[src/hdl/brpc_pkg.sv]
package brpc_pkg;
  // Register byte offsets
  localparam logic [7:0] CTRL_OFFSET = 8'h00;
  localparam logic [7:0] STAT_OFFSET = 8'h04;

  // Control register fields
  localparam int CTRL_ENABLE_N_BIT = 4;
  localparam int CTRL_CFG_SEL0_BIT = 5;
  localparam int CTRL_FULL_DUPLEX_BIT = 6;
  localparam int CTRL_CFG_SEL1_BIT = 9;
  localparam int CTRL_RESET_N_BIT = 10;
  localparam logic [31:0] CTRL_WR_MASK = 32'h0000_0670;
  localparam logic [31:0] CTRL_RESET = 32'h0000_0670;

  // Status register fields
  localparam int STAT_STRAP_LSB = 0;
  localparam int STAT_POR_BIT = 8;
  localparam int STAT_HRESET_BIT = 9;
  localparam int STAT_SRESET_BIT = 10;
  localparam int STAT_LED_SPEED_BIT = 11;
  localparam int STAT_LED_LINK_BIT = 12;
  localparam int STAT_LED_XCVR_ON_BIT = 13;
  localparam int STAT_AUTONEG_BIT = 14;
  localparam int STAT_SPEED_SEL_BIT = 15;
  localparam int STAT_DUPLEX_BIT = 16;
  localparam int STAT_LINKTEST_DIS_BIT = 17;
  localparam int STAT_ADV_100_BIT = 18;
  localparam int STAT_ADV_FD_BIT = 19;

  // Strap pin positions
  localparam int STRAP_AUTONEG = 0;
  localparam int STRAP_STATION_MODE = 1;
  localparam int STRAP_NIBBLE_SYMBOL = 2;
  localparam int STRAP_SCRAMBLER = 3;
  localparam int STRAP_MEDIUM = 4;
  localparam int STRAP_WIDTH = 5;

  // Timing
  localparam longint CLK_HZ = 10_000_000;
  localparam longint POR_HOLD_SEC = 4;
  localparam longint POR_HOLD_CYCLES = POR_HOLD_SEC * CLK_HZ;
  localparam int POR_CNT_WIDTH = 32;

  // Rail selection encoding
  localparam logic RAIL_KEEP_ALIVE = 1'b0;
  localparam logic RAIL_MAIN = 1'b1;
endpackage

[src/hdl/brpc_top.sv]
// Local design decisions: the Wishbone register port and the register offsets.
module brpc_top #(
  parameter longint POR_CYCLES = brpc_pkg::POR_HOLD_CYCLES,
  parameter logic [31:0] SRESET_CFG_WORD = 32'h0000_0000
) (
  input wire logic I_MCLK,
  input wire logic I_RST_N,
  input wire logic [31:0] I_WB_ADR,
  input wire logic [31:0] I_WB_DAT,
  output logic [31:0] O_WB_DAT,
  input wire logic I_WB_WE,
  input wire logic [3:0] I_WB_SEL,
  input wire logic I_WB_CYC,
  input wire logic I_WB_STB,
  output logic O_WB_ACK,
  input wire logic [4:0] I_STRAP_SWITCH_BANK,
  output logic [4:0] O_STRAP_PINS,
  output logic O_XCVR_ISOLATE_PIN,
  output logic O_XCVR_CFG_SEL0,
  output logic O_DUPLEX_PIN,
  output logic O_XCVR_CFG_SEL1,
  output logic O_XCVR_RESET_N,
  output logic O_MII_OUT_OE,
  output logic O_MII_DATA_CONNECT,
  output logic O_AUTONEG_RESTART,
  output logic O_SPEED_100,
  output logic O_FULL_DUPLEX,
  output logic O_LINKTEST_DIS,
  output logic O_ADV_100,
  output logic O_ADV_FULL_DUPLEX,
  input wire logic I_RAIL_SEL,
  input wire logic I_KEEP_ALIVE_RAIL_LOW,
  input wire logic I_MAIN_RAIL_LOW,
  output logic O_POWER_ON_RESET_IN_N,
  output logic O_BOARD_POR_N,
  input wire logic I_MAN_HRESET_N,
  input wire logic I_DBG_HRESET_N,
  input wire logic I_HRESET_I,
  output logic O_HRESET_O,
  output logic O_HRESET_OE,
  input wire logic I_DBG_SRESET_N,
  input wire logic I_MAN_SRESET_N,
  input wire logic I_SRESET_I,
  output logic O_SRESET_O,
  output logic O_SRESET_OE,
  output logic [31:0] O_SCFG_DATA,
  output logic O_SCFG_OE,
  input wire logic I_ABORT_BTN_N,
  input wire logic I_XCVR_INT_N,
  output logic O_NMI_N,
  output logic O_XCVR_INTERRUPT_LINE_N,
  input wire logic I_XCVR_SPEED_100,
  input wire logic I_XCVR_SCR_LOCK,
  input wire logic I_XCVR_IDLE_OK,
  input wire logic I_XCVR_LINK_10,
  output logic O_LED_SPEED,
  output logic O_LED_LINK,
  output logic O_LED_XCVR_ON
);

  localparam logic [31:0] POR_LOAD = POR_CYCLES[31:0];

  logic [31:0] ctrl_q;
  logic [31:0] ctrl_d;
  logic [31:0] rd_data;
  logic ack_q;
  logic req;
  logic hit_ctrl;
  logic hit_stat;
  logic xcvr_enable_n;
  logic xcvr_cfg_sel0;
  logic xcvr_full_duplex_en;
  logic xcvr_cfg_sel1;
  logic xcvr_reset_n;
  logic autoneg_en;
  logic dte_mode;
  logic twisted_pair;
  logic cfg0_prev_q;
  logic restart_q;
  logic speed_q;
  logic duplex_q;
  logic linktest_dis_q;
  logic adv_100_q;
  logic adv_fd_q;
  logic rail_low;
  logic rail_low_prev_q;
  logic [31:0] por_cnt_q;
  logic por_active_q;
  logic main_por;
  logic hreset_drive;
  logic sreset_drive;
  logic nmi_n_q;
  logic xcvr_interrupt_line_n_q;
  logic led_speed_q;
  logic led_link_q;
  logic [31:0] scfg_q;
  logic scfg_oe_q;

  // Wishbone classic slave, one wait state
  assign req = I_WB_CYC && I_WB_STB;
  assign hit_ctrl = (I_WB_ADR[7:0] == brpc_pkg::CTRL_OFFSET)
    && (I_WB_ADR[31:8] == 24'h00_0000);
  assign hit_stat = (I_WB_ADR[7:0] == brpc_pkg::STAT_OFFSET)
    && (I_WB_ADR[31:8] == 24'h00_0000);

  always_ff @(posedge I_MCLK or negedge I_RST_N) begin
    if (!I_RST_N) begin
      ack_q <= 1'b0;
    end else begin
      ack_q <= req && !ack_q;
    end
  end

  always_comb begin
    ctrl_d = ctrl_q;
    if (req && !ack_q && I_WB_WE && hit_ctrl) begin
      for (int b = 0; b < 4; b++) begin
        if (I_WB_SEL[b]) begin
          ctrl_d[8*b +: 8] = I_WB_DAT[8*b +: 8];
        end
      end
      // Unlisted bits stay zero; sharing the word needs RMW
      ctrl_d = ctrl_d & brpc_pkg::CTRL_WR_MASK;
    end
  end

  // Control bits power up with the transceiver disabled
  always_ff @(posedge I_MCLK or negedge I_RST_N) begin
    if (!I_RST_N) begin
      ctrl_q <= brpc_pkg::CTRL_RESET;
    end else begin
      ctrl_q <= ctrl_d;
    end
  end

  always_comb begin
    rd_data = 32'h0000_0000;
    if (hit_ctrl) begin
      rd_data = ctrl_q;
    end else if (hit_stat) begin
      rd_data[brpc_pkg::STAT_STRAP_LSB +: brpc_pkg::STRAP_WIDTH] =
        I_STRAP_SWITCH_BANK;
      rd_data[brpc_pkg::STAT_POR_BIT] = por_active_q;
      rd_data[brpc_pkg::STAT_HRESET_BIT] = !I_HRESET_I;
      rd_data[brpc_pkg::STAT_SRESET_BIT] = !I_SRESET_I;
      rd_data[brpc_pkg::STAT_LED_SPEED_BIT] = led_speed_q;
      rd_data[brpc_pkg::STAT_LED_LINK_BIT] = led_link_q;
      rd_data[brpc_pkg::STAT_LED_XCVR_ON_BIT] = !xcvr_enable_n;
      rd_data[brpc_pkg::STAT_AUTONEG_BIT] = autoneg_en;
      rd_data[brpc_pkg::STAT_SPEED_SEL_BIT] = speed_q;
      rd_data[brpc_pkg::STAT_DUPLEX_BIT] = duplex_q;
      rd_data[brpc_pkg::STAT_LINKTEST_DIS_BIT] = linktest_dis_q;
      rd_data[brpc_pkg::STAT_ADV_100_BIT] = adv_100_q;
      rd_data[brpc_pkg::STAT_ADV_FD_BIT] = adv_fd_q;
    end
  end

  // Read data held in a flop so it is stable with ack
  always_ff @(posedge I_MCLK or negedge I_RST_N) begin
    if (!I_RST_N) begin
      O_WB_DAT <= 32'h0000_0000;
    end else if (req && !ack_q && !I_WB_WE) begin
      O_WB_DAT <= rd_data;
    end
  end

  assign O_WB_ACK = ack_q;

  // Transceiver control pins
  assign xcvr_enable_n = ctrl_q[brpc_pkg::CTRL_ENABLE_N_BIT];
  assign xcvr_cfg_sel0 = ctrl_q[brpc_pkg::CTRL_CFG_SEL0_BIT];
  assign xcvr_full_duplex_en = ctrl_q[brpc_pkg::CTRL_FULL_DUPLEX_BIT];
  assign xcvr_cfg_sel1 = ctrl_q[brpc_pkg::CTRL_CFG_SEL1_BIT];
  assign xcvr_reset_n = ctrl_q[brpc_pkg::CTRL_RESET_N_BIT];

  assign O_XCVR_ISOLATE_PIN = xcvr_enable_n;
  assign O_XCVR_CFG_SEL0 = xcvr_cfg_sel0;
  assign O_DUPLEX_PIN = xcvr_full_duplex_en;
  assign O_XCVR_CFG_SEL1 = xcvr_cfg_sel1;
  assign O_XCVR_RESET_N = xcvr_reset_n;

  // Switch on drives the strap high; each bit means the ON function except STRAP_AUTONEG, where high turns autonegotiation off
  assign O_STRAP_PINS = I_STRAP_SWITCH_BANK;
  assign autoneg_en =
    !I_STRAP_SWITCH_BANK[brpc_pkg::STRAP_AUTONEG];
  assign dte_mode =
    I_STRAP_SWITCH_BANK[brpc_pkg::STRAP_STATION_MODE];
  assign twisted_pair =
    I_STRAP_SWITCH_BANK[brpc_pkg::STRAP_MEDIUM];

  // Either mode ends with the MII outputs undriven; DTE also cuts data
  assign O_MII_OUT_OE = !xcvr_enable_n;
  assign O_MII_DATA_CONNECT = !(xcvr_enable_n && dte_mode);

  // Autonegotiation restart and forced-mode settings
  always_ff @(posedge I_MCLK or negedge I_RST_N) begin
    if (!I_RST_N) begin
      cfg0_prev_q <= 1'b1;
      restart_q <= 1'b0;
    end else begin
      cfg0_prev_q <= xcvr_cfg_sel0;
      restart_q <= autoneg_en && xcvr_reset_n
        && xcvr_cfg_sel0 && !cfg0_prev_q;
    end
  end

  // Forced bits only follow the pins while autonegotiation is off
  always_ff @(posedge I_MCLK or negedge I_RST_N) begin
    if (!I_RST_N) begin
      speed_q <= 1'b1;
      duplex_q <= 1'b1;
      linktest_dis_q <= 1'b1;
    end else if (!autoneg_en) begin
      speed_q <= xcvr_cfg_sel0;
      duplex_q <= xcvr_full_duplex_en;
      linktest_dis_q <= xcvr_cfg_sel1;
    end
  end

  // Fiber carries only 100 Mbps, so it always advertises 100
  always_ff @(posedge I_MCLK or negedge I_RST_N) begin
    if (!I_RST_N) begin
      adv_100_q <= 1'b1;
      adv_fd_q <= 1'b1;
    end else if (autoneg_en) begin
      adv_100_q <= xcvr_cfg_sel1 || !twisted_pair;
      adv_fd_q <= xcvr_full_duplex_en
        && (xcvr_cfg_sel1 || !twisted_pair);
    end
  end

  assign O_AUTONEG_RESTART = restart_q;
  assign O_SPEED_100 = speed_q;
  assign O_FULL_DUPLEX = duplex_q;
  assign O_LINKTEST_DIS = linktest_dis_q;
  assign O_ADV_100 = adv_100_q;
  assign O_ADV_FULL_DUPLEX = adv_fd_q;

  // Power-on reset timer on the selected rail
  assign rail_low = (I_RAIL_SEL == brpc_pkg::RAIL_MAIN) ?
    I_MAIN_RAIL_LOW : I_KEEP_ALIVE_RAIL_LOW;

  always_ff @(posedge I_MCLK or negedge I_RST_N) begin
    if (!I_RST_N) begin
      rail_low_prev_q <= 1'b1;
    end else begin
      rail_low_prev_q <= rail_low;
    end
  end

  // Held while the rail sags, then a full period after it recovers
  always_ff @(posedge I_MCLK or negedge I_RST_N) begin
    if (!I_RST_N) begin
      por_cnt_q <= POR_LOAD;
      por_active_q <= 1'b1;
    end else if (rail_low || rail_low_prev_q) begin
      por_cnt_q <= POR_LOAD;
      por_active_q <= 1'b1;
    end else if (por_cnt_q > 32'h0000_0001) begin
      por_cnt_q <= por_cnt_q - 32'h0000_0001;
    end else begin
      por_cnt_q <= 32'h0000_0000;
      por_active_q <= 1'b0;
    end
  end

  assign O_POWER_ON_RESET_IN_N = !por_active_q;
  assign main_por = por_active_q && (I_RAIL_SEL == brpc_pkg::RAIL_MAIN);
  assign O_BOARD_POR_N = !main_por;

  // Open-drain reset lines; the processor may pull them itself too
  assign hreset_drive = main_por || !I_MAN_HRESET_N
    || !I_DBG_HRESET_N;
  assign O_HRESET_O = 1'b0;
  assign O_HRESET_OE = hreset_drive;

  assign sreset_drive = !I_DBG_SRESET_N || !I_MAN_SRESET_N;
  assign O_SRESET_O = 1'b0;
  assign O_SRESET_OE = sreset_drive;

  // Line level covers processor-internal soft resets as well
  always_ff @(posedge I_MCLK or negedge I_RST_N) begin
    if (!I_RST_N) begin
      scfg_q <= 32'h0000_0000;
      scfg_oe_q <= 1'b0;
    end else begin
      scfg_q <= SRESET_CFG_WORD;
      scfg_oe_q <= !I_SRESET_I;
    end
  end

  assign O_SCFG_DATA = scfg_q;
  assign O_SCFG_OE = scfg_oe_q;

  // Interrupt lines, retimed
  always_ff @(posedge I_MCLK or negedge I_RST_N) begin
    if (!I_RST_N) begin
      nmi_n_q <= 1'b1;
      xcvr_interrupt_line_n_q <= 1'b1;
    end else begin
      nmi_n_q <= I_ABORT_BTN_N;
      xcvr_interrupt_line_n_q <= I_XCVR_INT_N;
    end
  end

  assign O_NMI_N = nmi_n_q;
  assign O_XCVR_INTERRUPT_LINE_N = xcvr_interrupt_line_n_q;

  // Indicators; dark while the transceiver is disabled
  always_ff @(posedge I_MCLK or negedge I_RST_N) begin
    if (!I_RST_N) begin
      led_speed_q <= 1'b0;
      led_link_q <= 1'b0;
    end else begin
      led_speed_q <= !xcvr_enable_n && I_XCVR_SPEED_100;
      led_link_q <= !xcvr_enable_n && (I_XCVR_SPEED_100 ?
        (I_XCVR_SCR_LOCK && I_XCVR_IDLE_OK) : I_XCVR_LINK_10);
    end
  end

  assign O_LED_SPEED = led_speed_q;
  assign O_LED_LINK = led_link_q;
  assign O_LED_XCVR_ON = !xcvr_enable_n;

endmodule

[config.mk]
export PLATFORM = sky130hd
export DESIGN_NAME = brpc_top
export DESIGN_NICKNAME = d
export VERILOG_FILES = /design/src/hdl/brpc_pkg.sv /design/src/hdl/brpc_top.sv
export SDC_FILE = /design/constraint.sdc
export NUM_CORES = 1
export LEC_CHECK = 0
export BUFFER_PORTS_ARGS = -buffer_cell sky130_fd_sc_hd__buf_4
export CAP_MARGIN = 20
export CORE_AREA = 2 2 94 96
export CTS_CLUSTER_SIZE = 24
export DETAILED_ROUTE_END_ITERATION = 8
export DIE_AREA = 0 0 96 98
export GPL_ROUTABILITY_DRIVEN = 0
export PLACE_DENSITY = 0.89
export SYNTH_ARGS = -nofsm -noshare
export SYNTH_HDL_FRONTEND = slang
export SYNTH_SLANG_ARGS = --single-unit
[constraint.sdc]
create_clock -name I_MCLK -period 2.51 [get_ports I_MCLK]
set_clock_uncertainty 0.2 [all_clocks]
set_input_delay 0 -clock I_MCLK [delete_from_list [all_inputs] [get_ports I_MCLK]]
set_output_delay 0 -clock I_MCLK [all_outputs]
set_load 0.02 [all_outputs]
### Word-level counts from Yosys, hierarchy flattened

Index checks and enable logic that the tools add are counted.

* bits in writable memories: 0
* memories kept: 0
* bits in latches: 0
* flip-flop bits (word level): 72
* output and inout port bits: 95
* bits of input ports: 93
* memory bits (read-only): 0

* multiplexer cells: 11
* multiply operators: 0
* reduce and logical (&&, ||, !) cells: 40
* magnitude comparators: 1
* divide/modulo/power cells: 0
* equal/unequal tests: 2
* add/sub/neg operators: 1
* shifts and indexed selects: 0
* bitwise logic cells: 0

Operator list (count)
* 32-bit two-way mux: 2
* 32-bit by 1-bit > comparator with 1-bit output (second input constant): 1
* 32-bit by 1-bit subtractor with 32-bit output (second input constant): 1
* 24-bit zero test: 1
* 12-bit two-way mux: 2
* 1-bit logical AND: 16
* 1-bit zero test: 15
* 5-bit two-way mux: 2
* 8-bit by 3-bit equality test with 1-bit output (second input constant): 1
* 8-bit zero test: 1
* 1-bit logical OR: 5
* 1-bit two-way mux: 4
* 2-bit AND reduction: 2
* 2-bit two-way mux: 1
* 2-bit inequality test (second input constant): 1

### Logic depth before layout (Yosys ltp)

* word-level depth: 5
* depth in mapped cells: 7
* depth with buffers taken out: 6

### Worst setup path before layout

No wires, ideal clock.

* path kind: reg2reg
* start: reg por_cnt_q[0]
* end: reg por_cnt_q[24]
* cell stages (with the launch flop): 8
* slack: 402 ps
* arrival time: 1831 ps
* clock period less this slack: 2108 ps
* setup time: 77 ps
* cells stage by stage: dfrtp_1 > inv_1 > ha_1 > nor3b_2 > nand4_1 > clkbuf_1 > or3_1 > a21oi_1

* longest elaborated chain between the ends: 3
* elaborated cells on any way between the ends: 4
* classes of those cells: add/sub (1); order compare (1); mux (2)

RTL lines
* from (decl): RTL line brpc_top.sv:87 `logic [31:0] por_cnt_q;`
* from (signal assigned): RTL line brpc_top.sv:260 `por_cnt_q <= por_cnt_q - 32'h0000_0001;`
* 32-bit by 1-bit subtractor with 32-bit output / 32-bit by 1-bit > comparator with 1-bit output (equally long branches): RTL line brpc_top.sv:260, brpc_top.sv:259
* 32-bit two-way mux *: RTL line brpc_top.sv:259 `end else if (por_cnt_q > 32'h0000_0001) begin`
* 32-bit two-way mux *: RTL line brpc_top.sv:256 `end else if (rail_low || rail_low_prev_q) begin`

Every way passes the cells marked *; elsewhere a longest branch is shown, timed or not.
A chain may end at the register's enable or synchronous reset.

### Worst setup path in the final report

* start: reg ack_q (netlist: O_WB_ACK)
* end: reg ctrl_q[10]

* longest elaborated chain between the ends: 5

RTL lines
* from (decl): RTL line brpc_top.sv:66 `logic ack_q;`
* from (signal assigned): RTL line brpc_top.sv:110 `ack_q <= req && !ack_q;`
* 1-bit zero test: RTL line brpc_top.sv:116 `if (req && !ack_q && I_WB_WE && hit_ctrl) begin`
* 1-bit logical AND (3 in a row): RTL line brpc_top.sv:116
* 2-bit AND reduction (no line)
* to (signal assigned): RTL line brpc_top.sv:130 `ctrl_q <= brpc_pkg::CTRL_RESET;`
* to (signal assigned): RTL line brpc_top.sv:132 `ctrl_q <= ctrl_d;`
* to (decl): RTL line brpc_top.sv:63 `logic [31:0] ctrl_q;`

No other way between the ends.

==> results.tsv <==
stage	metric	value	unit
final_layout	layout cells sized above 1	36.8	%
placement	HPWL Detailed	6.92	mm
timing	final setup TNS	0	ns
timing	final hold slack	0.0470	ns
global_route	initial antenna violation count	0	
synthesis	warnings from Yosys	0	
timing	fin crit share	99.2	%
synthesis	Cells after Synth	357	
routing	DR vias/cell	5.76	
clock_network	H-tree levels	3	
setup_path	Critical Path Sink Type	flip-flop	
clock_network	TritonCTS clock tree	yes	
die	# IOs	188	
timing	RSZ-0062 raised after global routing	true	
clock_network	post-CTS setup buffer count	0	
final_layout	commonest cells after routing, fill and taps aside	123 x buf_4, 48 x dfrtp_1, 47 x conb_1	
timing	# setup viols final	0	
timing	Slew headroom	41.8	%
final_layout	ANT cells	0	
routing	DRC viols	0	
setup_path	CP required	2.59	ns
power	Power per Cell Area	521	mW/mm^2
die	Die Area	0.00941	mm^2
global_route	wire length of the first global-routing pass	19.4	mm
setup_path	critical path arrival	2.57	ns
synthesis	Post-synth ARST share	100	%
timing	post-layout min period	2.49	ns
final_layout	most common cell after layout, fill and taps aside	buf_4	
routing	Routed Antenna Nets	0	
timing	Achievable Freq	402	MHz
routing	DR vias	3568	
placement	Port Buf Inserts	111	
power	Static Leak	2.33	nW
global_route	vias in the first global route	3629	
die	die width	96	um
setup_path	CP Launch Type	flip-flop	
synthesis	dominant synthesized flop cell	dfrtp_1	
synthesis	synthesized cell area	0.00374	mm^2
placement	Placed Cells incl. Taps	566	
clock_network	CTS Sinks	71	
worst_hold_path	Hold Crit Class	input port to flip-flop	
clock_network	maximum clock insertion buffer count	2	
timing	final worst setup slack	0.0213	ns
synthesis	Yosys cell types	43	
routing	DR WL/cell	19.8	um
die	Die H	98	um
die	initial core utilization	44.2	%
setup_path	WS Path Type	flip-flop to flip-flop	
timing	Max Slew Vio Count	0	
timing	Final Hold Vio Count	0	
final_layout	Fill cells	605	
global_route	largest net degree at the start of global routing	72	
power	Worst VDD drop	0.000349	V
die	Rows	34	
routing	Initial DRC Count	302	
timing	Slew @ Worst Pin	0.872	ns
run	max cap viols	0	
clock_network	Clk Latency, worst-skew pair	0.37	ns
placement	dpl ws	0.234	ns
clock_network	root buffer cell	clkbuf_8	
clock_network	Clock transition at path regs	0.08	ns
clock_network	total CTS buffers	9	
setup_path	CP Max Fanout	5	
synthesis	Post-synth EDFFs	0	
die	core area	0.00847	mm^2
run_status	status	complete, no violations	
routing	routed wire length	12.3	mm
synthesis	Mean Syn Cell Area	10.5	um^2
final_layout	fin nets	601	
placement	dpl cell area	0.00450	mm^2
global_route	GRT Util Overall	27.3	%
synthesis	sequential area share after synthesis	48.3	%
routing	DRT Pass-1 Iters	5	
final_layout	Layout Cells excl Fill	619	
final_layout	area delta synth->final	36.4	%
global_route	grt total ovfl	0	
synthesis	FF+latch count, synth	71	
final_layout	fin area	0.00510	mm^2
==> what timing repair did <==
item	4_1_cts	5_1_grt
endpoints found under the setup margin	0	39
hold endpoints to repair	77	0
hold buffers	37	0
gates resized for setup	0	7
==> registers in the layout (all words and copies together) (netlist names) <==
signal	flops
por_cnt_q	32
O_LED_SPEED	1
O_LINKTEST_DIS	1
O_LED_LINK	1
O_FULL_DUPLEX	1
O_WB_ACK	1
cfg0_prev_q	1
O_NMI_N	1
O_ADV_100	1
O_ADV_FULL_DUPLEX	1
O_SCFG_OE	1
rail_low_prev_q	1
ctrl_q	5
O_XCVR_INTERRUPT_LINE_N	1
O_AUTONEG_RESTART	1
O_SPEED_100	1
por_active_q	1
O_WB_DAT	19
==> where the power goes <==
group          switching [mW]  internal, mW
logic                   0.313         0.206
registers              0.0343          1.18
clock network           0.468         0.458
total                   0.816          1.84
==> synthesized netlist by cell type, types with 2 or more instances <==
master	count	area [um^2]
or3_1	5	31.3
ha_1	2	25.0
nor2_1	18	67.6
nor4_2	3	37.5
nand4_1	8	50.1
a22o_1	14	123
dfstp_2	23	604
or4b_1	3	30.0
nor4_1	16	100
inv_1	9	33.8
nand2b_1	5	31.3
nand3_1	6	30.0
o21ai_0	11	55.1
nand4b_1	3	26.3
clkbuf_1	9	33.8
mux2_2	10	113
o31a_1	4	35.0
o31ai_1	10	75.1
nor3_1	11	55.1
a22oi_1	3	22.5
xor2_1	7	61.3
a21oi_1	17	85.1
dfrtp_1	48	1200
or4_1	6	45.0
mux2i_1	2	20.0
buf_2	4	20.0
buf_4	55	413
o41ai_1	8	70.1
or2_2	4	25.0
nand2_1	17	63.8
xnor2_1	4	35.0
==> layer usage <==
metal  GRT usage (%)  vias to the layer above  routed length (um)
li1                -                     1497                   -
met1            31.4                     1727                4250
met2            45.7                      280                6280
met3            6.79                       64                1070
met4            15.5                        0                 669
met5               0                        -                   0
==> path summary, 6_finish.rpt <==
path | from | to | slack (ns) | cells after the start
max | O_WB_ACK$_DFF_PN0_ | ctrl_q[10]$_DFFE_PN1P_ | 0.02 | 5
min in group asynchronous | I_RST_N | O_WB_DAT[1]$_DFFE_PN0P_ | 0.08 | 2
min | I_MAIN_RAIL_LOW | por_cnt_q[12]$_DFF_PN1_ | 0.05 | 5
max in group asynchronous | I_RST_N | O_WB_DAT[17]$_DFFE_PN0P_ | 1.44 | 2
min reg2reg | ctrl_q[5]$_DFFE_PN1P_ | cfg0_prev_q$_DFF_PN1_ | 0.21 | 0
max reg2reg | O_WB_ACK$_DFF_PN0_ | ctrl_q[10]$_DFFE_PN1P_ | 0.02 | 5
==> critical path: stages (launching register included) <==
cell           delay (ns)
dfrtp_1              0.41
and3b_1              0.32
nand4_1              0.16
nor4_2               0.34
mux2_2               0.41
dlygate4sd3_1        0.57
==> cell families (layout without fill, tap and decap cells) <==
| group | count (synthesis) | after routing | share of synthesized area (%) |
|---|---|---|---|
| and+or+nand+nor | 112 | 112 | 17.6 |
| buffers and inverters | 78 | 186 | 13.7 |
| DFF | 71 | 71 | 48.3 |
| AOI/OAI and AO/OA | 70 | 70 | 13.6 |
| muxes | 12 | 12 | 3.55 |
| xor gates and xnor gates | 11 | 11 | 2.58 |
| adders and majority gates | 2 | 2 | 0.669 |
| other | 1 | 47 | 0.100 |
==> per-stage QoR <==
| stage | utilization (%) | power [mW] |
|---|---|---|
| after global placement | 53.2 | 1.67 |
| final | 60.3 | 2.66 |
| after floorplan | - | 1.55 |
| after CTS | 59.8 | 2.60 |
| after global routing | 60.3 | 2.75 |
| after detailed placement | 53.2 | 1.69 |
==> final cells by class <==
type / instances / area [um^2] / share of cell area [%]
flip-flops and latches: 71 / 1810 / 35.4
multi-input cells: 254 / 1630 / 32.0
repair buffers: 161 / 1310 / 25.6
well taps: 108 / 135 / 2.65
clock buffers: 10 / 128 / 2.50
clock inverters: 6 / 62.6 / 1.23
inverters: 9 / 33.8 / 0.662
(Power assumes the default switching activity.)
